$ cat config.mk
export PLATFORM = sky130hd
export DESIGN_NAME = flash_adc_output_timing
export DESIGN_NICKNAME = d
export VERILOG_FILES = /design/src/include/flash_adc_pkg.sv /design/src/rtl/flash_adc_output_timing.sv
export VERILOG_INCLUDE_DIRS = /design/src /design/src/include
export SDC_FILE = /design/constraint.sdc
export NUM_CORES = 1
export LEC_CHECK = 0
export BUFFER_PORTS_ARGS = -buffer_cell sky130_fd_sc_hd__buf_2
export CORE_MARGIN = 5
export CORE_UTILIZATION = 50
export DETAILED_ROUTE_END_ITERATION = 10
export PLACE_DENSITY = 0.72
export SKIP_CTS_REPAIR_TIMING = 1
export SYNTH_ARGS = -nofsm -noshare
export SYNTH_HDL_FRONTEND = slang
export SYNTH_SLANG_ARGS = --single-unit
$ cat constraint.sdc
create_clock -name sys_clk -period 88.9 [get_ports sys_clk]
set_input_delay 17.78 -clock sys_clk [delete_from_list [all_inputs] [get_ports sys_clk]]
set_output_delay 17.78 -clock sys_clk [all_outputs]
set_load 0.005 [all_outputs]
$ cat src/include/flash_adc_params.svh
// Offsets, field positions, reset values and timing counts of the converter timing block
`ifndef FLASH_ADC_PARAMS_SVH
`define FLASH_ADC_PARAMS_SVH

// Register byte offsets
`define CTRL_OFF        8'h00
`define PIN_STATUS_OFF  8'h04
`define IRQ_STATUS_OFF  8'h08
`define IRQ_MASK_OFF    8'h0c
`define RESULT_OFF      8'h10

// Control fields
`define CTRL_CONV_EN_BIT 0
`define CTRL_RESET_VAL   32'h0000_0001

// Event bits, shared by status and mask
`define EV_DONE_BIT     0
`define EV_OVF_BIT      1
`define EV_RESERVED_BIT 2
`define EV_WIDTH        3
`define MASK_RESET_VAL  3'h0

// Pin status fields
`define PST_MODE_BIT    0
`define PST_PHASE_BIT   1
`define PST_VALID_BIT   2
`define PST_OPMODE_LSB  4

// Result fields
`define RES_OVF_BIT     6
`define RESULT_RESET_VAL 6'h00

// Timing: system clock period and aperture delay, in ns
`define CLK_PERIOD_NS   4
`define APERTURE_NS     25
`define APERTURE_CYC    ((`APERTURE_NS) / (`CLK_PERIOD_NS))

`endif

$ cat src/include/flash_adc_pkg.sv
// Types shared by the converter timing block
package flash_adc_pkg;
  typedef enum logic [1:0] {
    OP_PIPELINED,
    OP_ONE_SHOT,
    OP_RESERVED
  } op_mode_e;
endpackage : flash_adc_pkg

$ cat src/rtl/flash_adc_output_timing.sv
// Timing, encoding and output stage of a 6-bit flash converter, with an AHB-Lite register slave
// Functional notes
// [RULE_01] Encode comparator thermometer into 6-bit binary code
// [RULE_02] Separate comparator drives overflow flag output
// [RULE_03] Conversion synchronous, 1.5 sample clock periods
// [RULE_04] Latch-to-output transfer coincides with new sampling
// [RULE_05] Clock high balances, clock low samples
// [RULE_06] Rising edge ends sampling after aperture delay
// [RULE_07] Result held in D flip-flop output stage
// [RULE_08] Output enables act combinationally, clock independent
// [RULE_09] Global enable gates all; data needs low enable
// [RULE_10] Pipelined conversion spans three edges
// [RULE_11] Mode low, phase low: one-shot, two edges
// [RULE_12] Other side never applies reserved mode combination
// [RULE_13] Downstream flip-flop samples on falling edge
// [RULE_14] Downstream latch enabled during clock-high half
// [RULE_15] Above 2.5 MHz check outputs stable at capture
// [RULE_16] Mode high runs continuous pipelined conversion
// [RULE_17] Pipelined with phase high inverts phases
// [RULE_18] One-shot result updates at pulse end, holds
//
// The AHB-Lite register port and the register addresses were chosen for this implementation.
`timescale 1ns/1ps
`include "flash_adc_params.svh"

module flash_adc_output_timing
  import flash_adc_pkg::*;
#(
  parameter int BITS   = 6,
  parameter int ADDR_W = 8
) (
  input  wire logic                 sys_clk,
  input  wire logic                 rst,
  // Converter pins
  input  wire logic                 sample_clk,
  input  wire logic                 mode_pipelined,
  input  wire logic                 phase_select,
  input  wire logic [(1<<BITS)-2:0] comparator_levels,
  input  wire logic                 overflow_comparator,
  input  wire logic                 data_output_enable_n,
  input  wire logic                 global_output_enable,
  output logic      [BITS-1:0]      conversion_result_bits,
  output logic                      conversion_result_oe,
  output logic                      overflow_flag,
  output logic                      overflow_flag_oe,
  // AHB-Lite slave
  input  wire logic                 hsel,
  input  wire logic [ADDR_W-1:0]    haddr,
  input  wire logic [1:0]           htrans,
  input  wire logic                 hwrite,
  input  wire logic [2:0]           hsize,
  input  wire logic [31:0]          hwdata,
  input  wire logic                 hready,
  output logic                      hreadyout,
  output logic      [31:0]          hrdata,
  output logic                      hresp,
  output logic                      irq
);

  localparam int TW   = (1 << BITS) - 1;  // Comparators below overflow
  localparam int SW   = TW + 4;           // Synchronised pin vector
  localparam int AP_D = `APERTURE_CYC;
  localparam logic [3:0] AP_LOAD = 4'(`APERTURE_CYC);

  // Thermometer to binary: ones are contiguous, so a count is the code
  function automatic logic [BITS-1:0] encode(input logic [TW-1:0] therm);
    logic [BITS-1:0] cnt;
    cnt = '0;
    for (int i = 0; i < TW; i++) begin
      if (therm[i]) begin
        cnt = cnt + BITS'(1);
      end
    end
    return cnt;
  endfunction : encode

  // Three-stage synchronisers; a bit counts once stages two and three agree
  logic [SW-1:0] sync1;
  logic [SW-1:0] sync2;
  logic [SW-1:0] sync3;
  logic [SW-1:0] filt;

  always_ff @(posedge sys_clk) begin
    if (rst) begin
      sync1 <= '0;
      sync2 <= '0;
      sync3 <= '0;
    end else begin
      sync1 <= {sample_clk, mode_pipelined, phase_select, overflow_comparator,
                comparator_levels};
      sync2 <= sync1;
      sync3 <= sync2;
    end
  end

  // Per-bit agreement filter
  genvar g;
  generate
    for (g = 0; g < SW; g++) begin : g_filt
      always_ff @(posedge sys_clk) begin
        if (rst) begin
          filt[g] <= 1'b0;
        end else if (sync2[g] == sync3[g]) begin
          filt[g] <= sync3[g];
        end
      end
    end
  endgenerate

  logic [TW-1:0] therm_f;
  logic          ovf_f;
  logic          phase_f;
  logic          mode_f;
  logic          clk_f;
  logic          clk_d;
  logic          rise_ev;
  logic          fall_ev;

  assign therm_f = filt[TW-1:0];
  assign ovf_f   = filt[TW];
  assign phase_f = filt[TW+1];
  assign mode_f  = filt[TW+2];
  assign clk_f   = filt[TW+3];

  // Edge detection on the filtered sample clock
  always_ff @(posedge sys_clk) begin
    if (rst) begin
      clk_d <= 1'b0;
    end else begin
      clk_d <= clk_f;
    end
  end

  assign rise_ev = clk_f & ~clk_d;
  assign fall_ev = ~clk_f & clk_d;

  // Operating mode from mode and phase pins
  op_mode_e op_mode;
  always_comb begin
    if (mode_f) begin
      op_mode = OP_PIPELINED;                   // RULE_16
    end else if (phase_f) begin
      op_mode = OP_RESERVED;                    // RULE_12
    end else begin
      op_mode = OP_ONE_SHOT;                    // RULE_11
    end
  end

  logic ctrl_conv_en;
  logic sample_end;
  logic sample_start;

  // Sample phase ends on rising edge; in pipelined mode phase high swaps the halves
  always_comb begin
    sample_end   = 1'b0;
    sample_start = 1'b0;
    if (ctrl_conv_en) begin
      unique case (op_mode)
        OP_PIPELINED: begin
          sample_end   = phase_f ? fall_ev : rise_ev;   // RULE_05 RULE_17
          sample_start = phase_f ? rise_ev : fall_ev;
        end
        OP_ONE_SHOT: begin
          sample_end   = rise_ev;                       // RULE_06
        end
        OP_RESERVED: begin
          sample_end   = 1'b0;                          // No valid operation
        end
      endcase
    end
  end

  // Aperture delay: comparators disconnect a fixed time after the edge
  logic [3:0] ap_cnt;
  logic       capture;
  assign capture = (ap_cnt == 4'h1);  // RULE_03

  always_ff @(posedge sys_clk) begin
    if (rst) begin
      ap_cnt <= 4'h0;
    end else if (sample_end) begin
      ap_cnt <= AP_LOAD;                        // RULE_06
    end else if (ap_cnt != 4'h0) begin
      ap_cnt <= ap_cnt - 4'h1;
    end
  end

  // Comparator latches and output flip-flop stage
  logic [TW-1:0] comp_latch;
  logic          ovf_latch;
  logic          result_valid;
  logic          load_out;
  logic          pipe_mode;

  assign pipe_mode = (op_mode == OP_PIPELINED);
  // Pipelined loads on the next sample start; one-shot on its own capture
  assign load_out  = pipe_mode ? sample_start : (capture && op_mode == OP_ONE_SHOT);

  always_ff @(posedge sys_clk) begin
    if (rst) begin
      comp_latch <= '0;
      ovf_latch  <= 1'b0;
    end else if (capture) begin
      comp_latch <= therm_f;
      ovf_latch  <= ovf_f;
    end
  end

  always_ff @(posedge sys_clk) begin
    if (rst) begin
      conversion_result_bits <= `RESULT_RESET_VAL;
      overflow_flag          <= 1'b0;
      result_valid           <= 1'b0;
    end else if (load_out) begin
      if (pipe_mode) begin
        conversion_result_bits <= encode(comp_latch);  // RULE_04 RULE_10 RULE_01
        overflow_flag          <= ovf_latch;           // RULE_02
      end else begin
        conversion_result_bits <= encode(therm_f);     // RULE_18 RULE_11
        overflow_flag          <= ovf_f;
      end
      result_valid <= 1'b1;                            // RULE_07
    end
  end

  // Buffers follow the enable pins with no clock in the path
  assign overflow_flag_oe     = global_output_enable;                          // RULE_08
  assign conversion_result_oe = global_output_enable & ~data_output_enable_n;  // RULE_09

  // Interrupt events; set wins over a same-cycle clear
  logic [`EV_WIDTH-1:0] ev;
  logic [`EV_WIDTH-1:0] irq_status;
  logic [`EV_WIDTH-1:0] irq_mask;
  logic [`EV_WIDTH-1:0] w1c;

  always_comb begin
    ev = '0;
    ev[`EV_DONE_BIT]     = load_out;
    ev[`EV_OVF_BIT]      = load_out & (pipe_mode ? ovf_latch : ovf_f);
    ev[`EV_RESERVED_BIT] = (op_mode == OP_RESERVED) & (rise_ev | fall_ev);
  end

  // AHB-Lite address phase capture; slave never waits
  logic              wr_pend;
  logic [ADDR_W-1:0] wr_addr;
  logic              accept;
  assign accept    = hsel & htrans[1] & hready;
  assign hreadyout = 1'b1;
  assign hresp     = 1'b0;

  always_ff @(posedge sys_clk) begin
    if (rst) begin
      wr_pend <= 1'b0;
      wr_addr <= '0;
    end else begin
      wr_pend <= accept & hwrite;
      wr_addr <= haddr;
    end
  end

  assign w1c = (wr_pend && wr_addr == `IRQ_STATUS_OFF) ? hwdata[`EV_WIDTH-1:0] : '0;

  always_ff @(posedge sys_clk) begin
    if (rst) begin
      irq_status <= '0;
    end else begin
      irq_status <= (irq_status & ~w1c) | ev;
    end
  end

  // Software-steered registers
  always_ff @(posedge sys_clk) begin
    if (rst) begin
      ctrl_conv_en <= 1'(`CTRL_RESET_VAL >> `CTRL_CONV_EN_BIT);
      irq_mask     <= `MASK_RESET_VAL;
    end else if (wr_pend) begin
      if (wr_addr == `CTRL_OFF) begin
        ctrl_conv_en <= hwdata[`CTRL_CONV_EN_BIT];
      end
      if (wr_addr == `IRQ_MASK_OFF) begin
        irq_mask <= hwdata[`EV_WIDTH-1:0];
      end
    end
  end

  assign irq = |(irq_status & irq_mask);

  // Read data registered at the address phase; unmapped reads as zero
  logic [31:0] rd_mux;
  always_comb begin
    rd_mux = 32'h0;
    case (haddr)
      `CTRL_OFF: rd_mux[`CTRL_CONV_EN_BIT] = ctrl_conv_en;
      `PIN_STATUS_OFF: begin
        rd_mux[`PST_MODE_BIT]  = mode_f;
        rd_mux[`PST_PHASE_BIT] = phase_f;
        rd_mux[`PST_VALID_BIT] = result_valid;
        rd_mux[`PST_OPMODE_LSB +: 2] = op_mode;
      end
      `IRQ_STATUS_OFF: rd_mux[`EV_WIDTH-1:0] = irq_status;
      `IRQ_MASK_OFF:   rd_mux[`EV_WIDTH-1:0] = irq_mask;
      `RESULT_OFF: begin
        rd_mux[BITS-1:0]     = conversion_result_bits;
        rd_mux[`RES_OVF_BIT] = overflow_flag;
      end
      default: rd_mux = 32'h0;
    endcase
  end

  always_ff @(posedge sys_clk) begin
    if (rst) begin
      hrdata <= 32'h0;
    end else if (accept && !hwrite) begin
      hrdata <= rd_mux;
    end
  end
endmodule : flash_adc_output_timing

==> impl_metrics.py, run 1 <==
metrics = {
    "outcome": {
        "status": "finished clean",
    },
    "power": {
        "leakagePower_nw": 13.7,
        "clkPwrFrac_pct": 48.0,
        "p_sw_mw": 0.0965,
        "combPwrFrac_pct": 8.8,
        "powerDensity_nw_per_um2": 11.2,
        "p_sw_share_pct": 24.4,
        "p_seq_share_pct": 43.3,
        "peakVddDrop_mv": 0.0150,
        "power.internal_mw": 0.298,
    },
    "synth": {
        "synthTopCellsByArea": "dfxtp_1 22%, xnor2_1 10%, nand2_1 6.8%",
        "synth_edf_count": 0,
        "synth_top_cell_area_share_pct": 22.3,
        "ys_seq_area_share_pct": 22.3,
        "netlist_area_um2": 33000,
        "syn_inst": 4241,
        "avgSynthCellArea_um2": 7.78,
        "ys_async_sr_fraction_pct": 0,
        "synth_warnings": 0,
        "synth_common_cells": "594 x nand2_1, 385 x xnor2_1, 368 x dfxtp_1",
        "yosys.cell_count.top_type": "nand2_1",
        "synthDistinctLibCells": 111,
        "ys_seq_elements": 368,
        "synth_top_area_cell": "dfxtp_1",
        "ys.flop_type": "dfxtp_1",
    },
    "critical_path": {
        "cp-start-kind": "input port",
        "r2r_start": "filt[1]",
        "cp-end-kind": "output port",
        "required_ns": 71.12,
        "rr_endpoint": "conversion_result_bits[5]",
        "worstSetupPathType": "input port to output port",
        "r2r_slack_ns": 53.63,
        "rr_worst_depth": 174,
        "path_max_fanout": 2,
        "critPathArrivalTime_ns": 18.11,
    },
    "global_route": {
        "grt_overflow": 0,
        "grt_usage_pct": 19.0,
        "antenna_found_initial": 4,
        "grt_pass1_vias": 25200,
        "grt_max_degree": 208,
        "grt_pass1_wl_mm": 119,
    },
    "layout": {
        "seq_area_um2": 7370,
        "area_growth_pct": 6.67,
        "drive_gt1_share_pct": 7.96,
        "utilization_pct": 53.6,
        "num-nets-final": 4422,
        "fillCellCount": 6266,
        "multi_input_area_um2": 24100,
    },
    "floorplan": {
        "dieArea_um2": 71300,
        "die_width_um": 267,
        "coreArea_um2": 65600,
        "io_pins": 163,
        "fp.dieH_um": 267,
        "std_cell_rows": 94,
        "initial_utilization_pct": 50.3,
    },
    "sta": {
        "setup_viol": 0,
        "slew_headroom_pct": 25.1,
        "fmax_ghz": 0.0279,
        "rsz0062_at_grt": "no",
        "maxSlewViolCount": 0,
        "finalSetupTns_ns": 0,
        "worst_pin_slew_ns": 1.12,
        "finClkSkew_ns": 0.0161,
        "final_hold_viol_count": 0,
        "period_minus_slack_ns": 35.89,
        "fin_crit_sh_pct": 40.4,
    },
    "clocking": {
        "cts_max_path_buffers": 3,
        "clock-sinks": 368,
        "clkLatencyLatePin_ns": 0.57,
        "clockRootBuffer": "clkbuf_16",
        "numCtsBuffers": 43,
        "cts_tree": "built",
        "h-tree-depth": 2,
        "clk_pin_slew_worst_paths_ns": 0.06,
    },
    "hold_path": {
        "min_from": "sync1[51]",
        "worstHoldPathType": "flop to flop",
        "worstHoldEndpoint": "sync2[51]",
        "min_path_cells": 1,
    },
    "placed_design": {
        "gp_congestion": 0.852,
        "io_buffers": 102,
        "place_hpwl_mm": 53.4,
    },
    "drt": {
        "num_vias": 27800,
        "drc": 0,
        "wl_per_cell_um": 14.0,
        "wl_mm": 70.8,
        "drt_pre_antenna_iters": 5,
        "drtIter0Drc": 1673,
        "ant_nets": 0,
        "via_per_inst": 5.47,
    },
    "flow_run": {
        "cap_violations": 0,
    },
}
## stage by stage
stage	power, mW	std cells	setup WS (ns)	cell area, µm²	hold slack [ns]
final	0.395	5075	53.01	35200	0.432
after global routing	0.412	5071	50.38	35200	0.442
after CTS	0.401	5071	53.01	35200	0.434
after detailed placement	0.209	4992	53.01	33700	0.420
after global placement	0.208	4992	53.01	33700	0.416
after floorplan	0.202	4266	53.21	33100	0.414
## critical path, cell delays in order
cell	delay, ns
buf_2	0.10
nor2b_1	0.11
buf_2	0.12
## kinds of logic (layout without fill, tap and decap cells)
| kind of cell | after synthesis | after routing | share of synthesized area, % |
|---|---|---|---|
| multiplexers | 81 | 81 | 2.68 |
| adder cells (fa/ha/maj) | 132 | 132 | 4.99 |
| buffers and inverters | 393 | 334 | 4.98 |
| flip-flops | 368 | 368 | 22.3 |
| AO/OA/AOI/OAI | 937 | 937 | 17.5 |
| other | 2 | 31 | 0.0228 |
| AND/OR/NAND/NOR | 1629 | 1629 | 24.2 |
| XOR/XNOR | 699 | 699 | 23.3 |
## final cells by class
class | count | share of cell area, %
Antenna cell | 4 | 0.0284
Clock buffer | 50 | 3.28
Clock inverter | 29 | 1.08
Inverter | 149 | 1.60
Multi-Input combinational cell | 3505 | 68.4
Sequential cell | 368 | 20.9
Tap cell | 864 | 3.07
Timing Repair Buffer | 106 | 1.60
## power groups by stage
stage / Clock, mW / Sequential, mW / Combinational, mW
after floorplan: 0 / 0.174 / 0.0288
after global placement: 0 / 0.174 / 0.0336
after detailed placement: 0 / 0.175 / 0.0344
after CTS: 0.195 / 0.171 / 0.0346
after global routing: 0.202 / 0.171 / 0.0388
final: 0.189 / 0.171 / 0.0346
## registers in the layout, indices dropped and copies added, names as in the netlist
| name | flops |
|---|---|
| sync2 | 67 |
| hrdata | 7 |
| ctrl_conv_en | 1 |
| sync3 | 67 |
| clk_d | 1 |
| result_valid | 1 |
| ap_cnt | 4 |
| ovf_latch | 1 |
| wr_pend | 1 |
| ovf_f | 1 |
| irq_mask | 3 |
| filt | 63 |
| mode_f | 1 |
| phase_f | 1 |
| conversion_result_bits | 6 |
| overflow_flag | 1 |
| sync1 | 67 |
| irq_status | 3 |
| comp_latch | 63 |
| wr_addr | 8 |
| clk_f | 1 |
## cells in the final DEF, fill, tap and decap left out, types with 33 or more instances in the layout
master / count
nand2_1: 593
xnor2_1: 385
dfxtp_1: 368
a21oi_1: 341
nor2_1: 287
nor2b_1: 258
o21ai_0: 232
xor2_1: 201
inv_1: 141
ha_1: 130
nand3_1: 119
buf_2: 101
nor3_1: 59
mux2i_1: 53
nand2b_1: 52
a31oi_1: 45
clkbuf_16: 44
xnor3_1: 42
and2_1: 37
and3_1: 34
o31ai_1: 33
## per-layer routing
metal / vias up / global-route usage, % / wire [µm] / share of wire, %
met5: - / 0 / 0 / 0
met4: 0 / 4.51 / 1450 / 2.0
met3: 85 / 2.54 / 3080 / 4.3
met2: 419 / 30.8 / 31100 / 44
met1: 12800 / 27.0 / 35200 / 50
li1: 14500 / - / - / -
## how the worst max path moves through the flow
stage / start / to / slack (ns) / cells past startpoint
finish: global_output_enable / conversion_result_oe / 53.01 / 3
global route: filt[1] / conversion_result_bits[5] / 50.38 / 180
CTS: global_output_enable / conversion_result_oe / 53.01 / 3
detailed placement: global_output_enable / conversion_result_oe / 53.01 / 3
global placement: global_output_enable / conversion_result_oe / 53.01 / 3
floorplan: global_output_enable / conversion_result_oe / 53.21 / 1
Power figures use the tool's default switching activity.
==> run 2: changes to the inputs <==
--- a/config.mk
+++ b/config.mk
@@ -10,7 +10,7 @@
 export CORE_MARGIN = 5
 export CORE_UTILIZATION = 50
 export DETAILED_ROUTE_END_ITERATION = 10
-export PLACE_DENSITY = 0.72
+export PLACE_DENSITY = 0.75
 export SKIP_CTS_REPAIR_TIMING = 1
 export SYNTH_ARGS = -nofsm -noshare
 export SYNTH_HDL_FRONTEND = slang
==> constraint.sdc (replaced) <==
create_clock -name sys_clk -period 30.1 [get_ports sys_clk]
set_input_delay 6.02 -clock sys_clk [delete_from_list [all_inputs] [get_ports sys_clk]]
set_output_delay 6.02 -clock sys_clk [all_outputs]
set_load 0.005 [all_outputs]
==> run 2 against run 1 <==
Net effect:
- flip-flop and latch count is the same
- cell count grew 7.5%
- cell area rose by 12%
- wire length increased by 12%
- non-clock buffer count increased by 388
- register-to-register slack worse by 54 ns
- setup slack worse by 53 ns
- sequential share of layout area decreased by 2.2 points
- count of clock-buffer cells in the layout is 3 higher
- largest cell class unchanged
- largest power group unchanged
==> impl_metrics.py, run 2 (same netlist as run 1, synthesis figures left out) <==
metrics = {
    "floorplan": {
        "std_cell_rows": 94,
        "io_pins": 163,
        "initial_utilization_pct": 50.3,
        "coreArea_um2": 65600,
        "fp.dieH_um": 267,
        "dieArea_um2": 71300,
        "die_width_um": 267,
    },
    "global_route": {
        "grt_pass1_vias": 26900,
        "antenna_found_initial": 3,
        "grt_usage_pct": 20.2,
        "grt_pass1_wl_mm": 126,
        "grt_max_degree": 200,
        "grt_overflow": 0,
    },
    "sta": {
        "final_hold_viol_count": 0,
        "setup_viol": 0,
        "fmax_ghz": 0.0333,
        "holdWs_ns": 0.428,
        "worst_pin_slew_ns": 1.13,
        "maxSlewViolCount": 0,
        "rsz0062_at_grt": "yes",
        "fin_crit_sh_pct": 99.9,
        "period_minus_slack_ns": 30.07,
        "finClkSkew_ns": 0.0187,
        "slew_headroom_pct": 24.8,
    },
    "layout": {
        "area_growth_pct": 19.4,
        "seq_area_um2": 7370,
        "num-nets-final": 4810,
        "biggestRegsByFlops": "sync1: 67 flops, sync2: 67 flops, sync3: 67 flops",
        "layout_common_cells": "576 x nand2_1, 388 x buf_4, 366 x dfxtp_1",
        "drive_gt1_share_pct": 20.2,
        "utilization_pct": 60.1,
        "fillCellCount": 5648,
        "final_common_cell": "nand2_1",
        "multi_input_area_um2": 25500,
    },
    "critical_path": {
        "r2r_start": "filt[1]",
        "max_stage_delay_ns": 0.41,
        "r2r_slack_ns": 0.03,
        "critPathArrivalTime_ns": 30.48,
        "worstSetupPathType": "flop to flop",
        "crit_family": "adder cells",
        "startpoint": "filt[1]",
        "worst-path-buf-inv": 5,
        "cp-start-kind": "flop",
        "crit_cells": 181,
        "crit_path_top_delay_cell": "or3_4",
        "crit_end": "conversion_result_bits[4]",
        "path_max_fanout": 3,
        "rr_endpoint": "conversion_result_bits[4]",
        "rr_worst_depth": 181,
        "required_ns": 30.51,
        "cp-end-kind": "flop",
        "critPathMostFrequentCell": "ha_1",
    },
    "drt": {
        "num_vias": 29800,
        "ant_nets": 0,
        "dr_wl_met3_mm": 3.55,
        "wl_met2_mm": 36.7,
        "drt_pre_antenna_iters": 5,
        "via_per_inst": 5.47,
        "drc": 0,
        "topRoutingLayerUsed": "met5",
        "wl_mm": 79.1,
        "wl_met1_mm": 36.9,
        "wl_per_cell_um": 14.5,
        "drtIter0Drc": 1791,
    },
    "flow_run": {
        "cap_violations": 0,
    },
    "outcome": {
        "status": "finished clean",
    },
    "placed_design": {
        "place_hpwl_mm": 56.3,
        "io_buffers": 102,
        "gp_congestion": 0.853,
    },
    "clocking": {
        "clk_pin_slew_worst_paths_ns": 0.07,
        "h-tree-depth": 2,
        "clkLatencyLatePin_ns": 0.58,
        "cts_max_path_buffers": 3,
        "clockRootBuffer": "clkbuf_16",
        "clock-sinks": 368,
        "numCtsBuffers": 43,
        "cts_tree": "built",
    },
    "power": {
        "leakagePower_nw": 15.9,
        "peakVddDrop_mv": 0.0575,
        "powerDensity_nw_per_um2": 29.7,
    },
    "hold_path": {
        "worstHoldPathType": "flop to flop",
    },
}
## run 2: cell types whose count changed in the layout (fill, tap and decap cells not counted), sizes merged
cell	before	now
bufinv	7	2
clkinv	12	14
diode	4	1
buf	106	494
inv	153	151
clkbuf	50	53
clkinvlp	6	4
## run 2: worst min path at each step
stage,to,slack [ns],cells past startpoint,from
final,sync2[53],0.43,1,sync1[53]
after global routing,sync2[34],0.45,1,sync1[34]
after CTS,sync2[53],0.43,1,sync1[53]
after detailed placement,sync2[48],0.42,1,sync1[48]
after global placement,sync2[43],0.42,1,sync1[43]
after floorplan,sync2[0],0.41,1,sync1[0]
## run 2: per-stage QoR
stage	TNS, ns	worst slack [ns]	cell area (µm²)	total power, mW	std cells
after global routing	-7.68	-1.75	39400	1.22	5455
after global placement	-4.87	-1.11	36000	0.631	5297
final	0	0.0317	39400	1.17	5456
after CTS	-9.21	-1.98	37400	1.16	5372
after detailed placement	-7.74	-1.69	36000	0.634	5297
after floorplan	0	0.151	33100	0.598	4266
## run 2: area by class of cell
class,instances,area share [%]
inverters,149,1.43
repair buffers,494,8.84
multi-input cells,3505,64.7
well taps,864,2.74
clock buffers,53,3.03
clock inverters,22,0.546
flip-flops and latches,368,18.7
diodes,1,0.00635
## run 2: report_power, final
group | total, mW | switching (mW) | internal [mW]
combinational | 0.144 | 0.0723 | 0.0721
sequential | 0.505 | 0.00623 | 0.499
clock | 0.519 | 0.218 | 0.301
## run 2: routing by layer
layer / up-vias / global-route usage (%)
li1: 15200 / -
met1: 14000 / 27.8
met2: 526 / 33.5
met3: 109 / 3.03
met4: 4 / 4.78
met5: - / 0
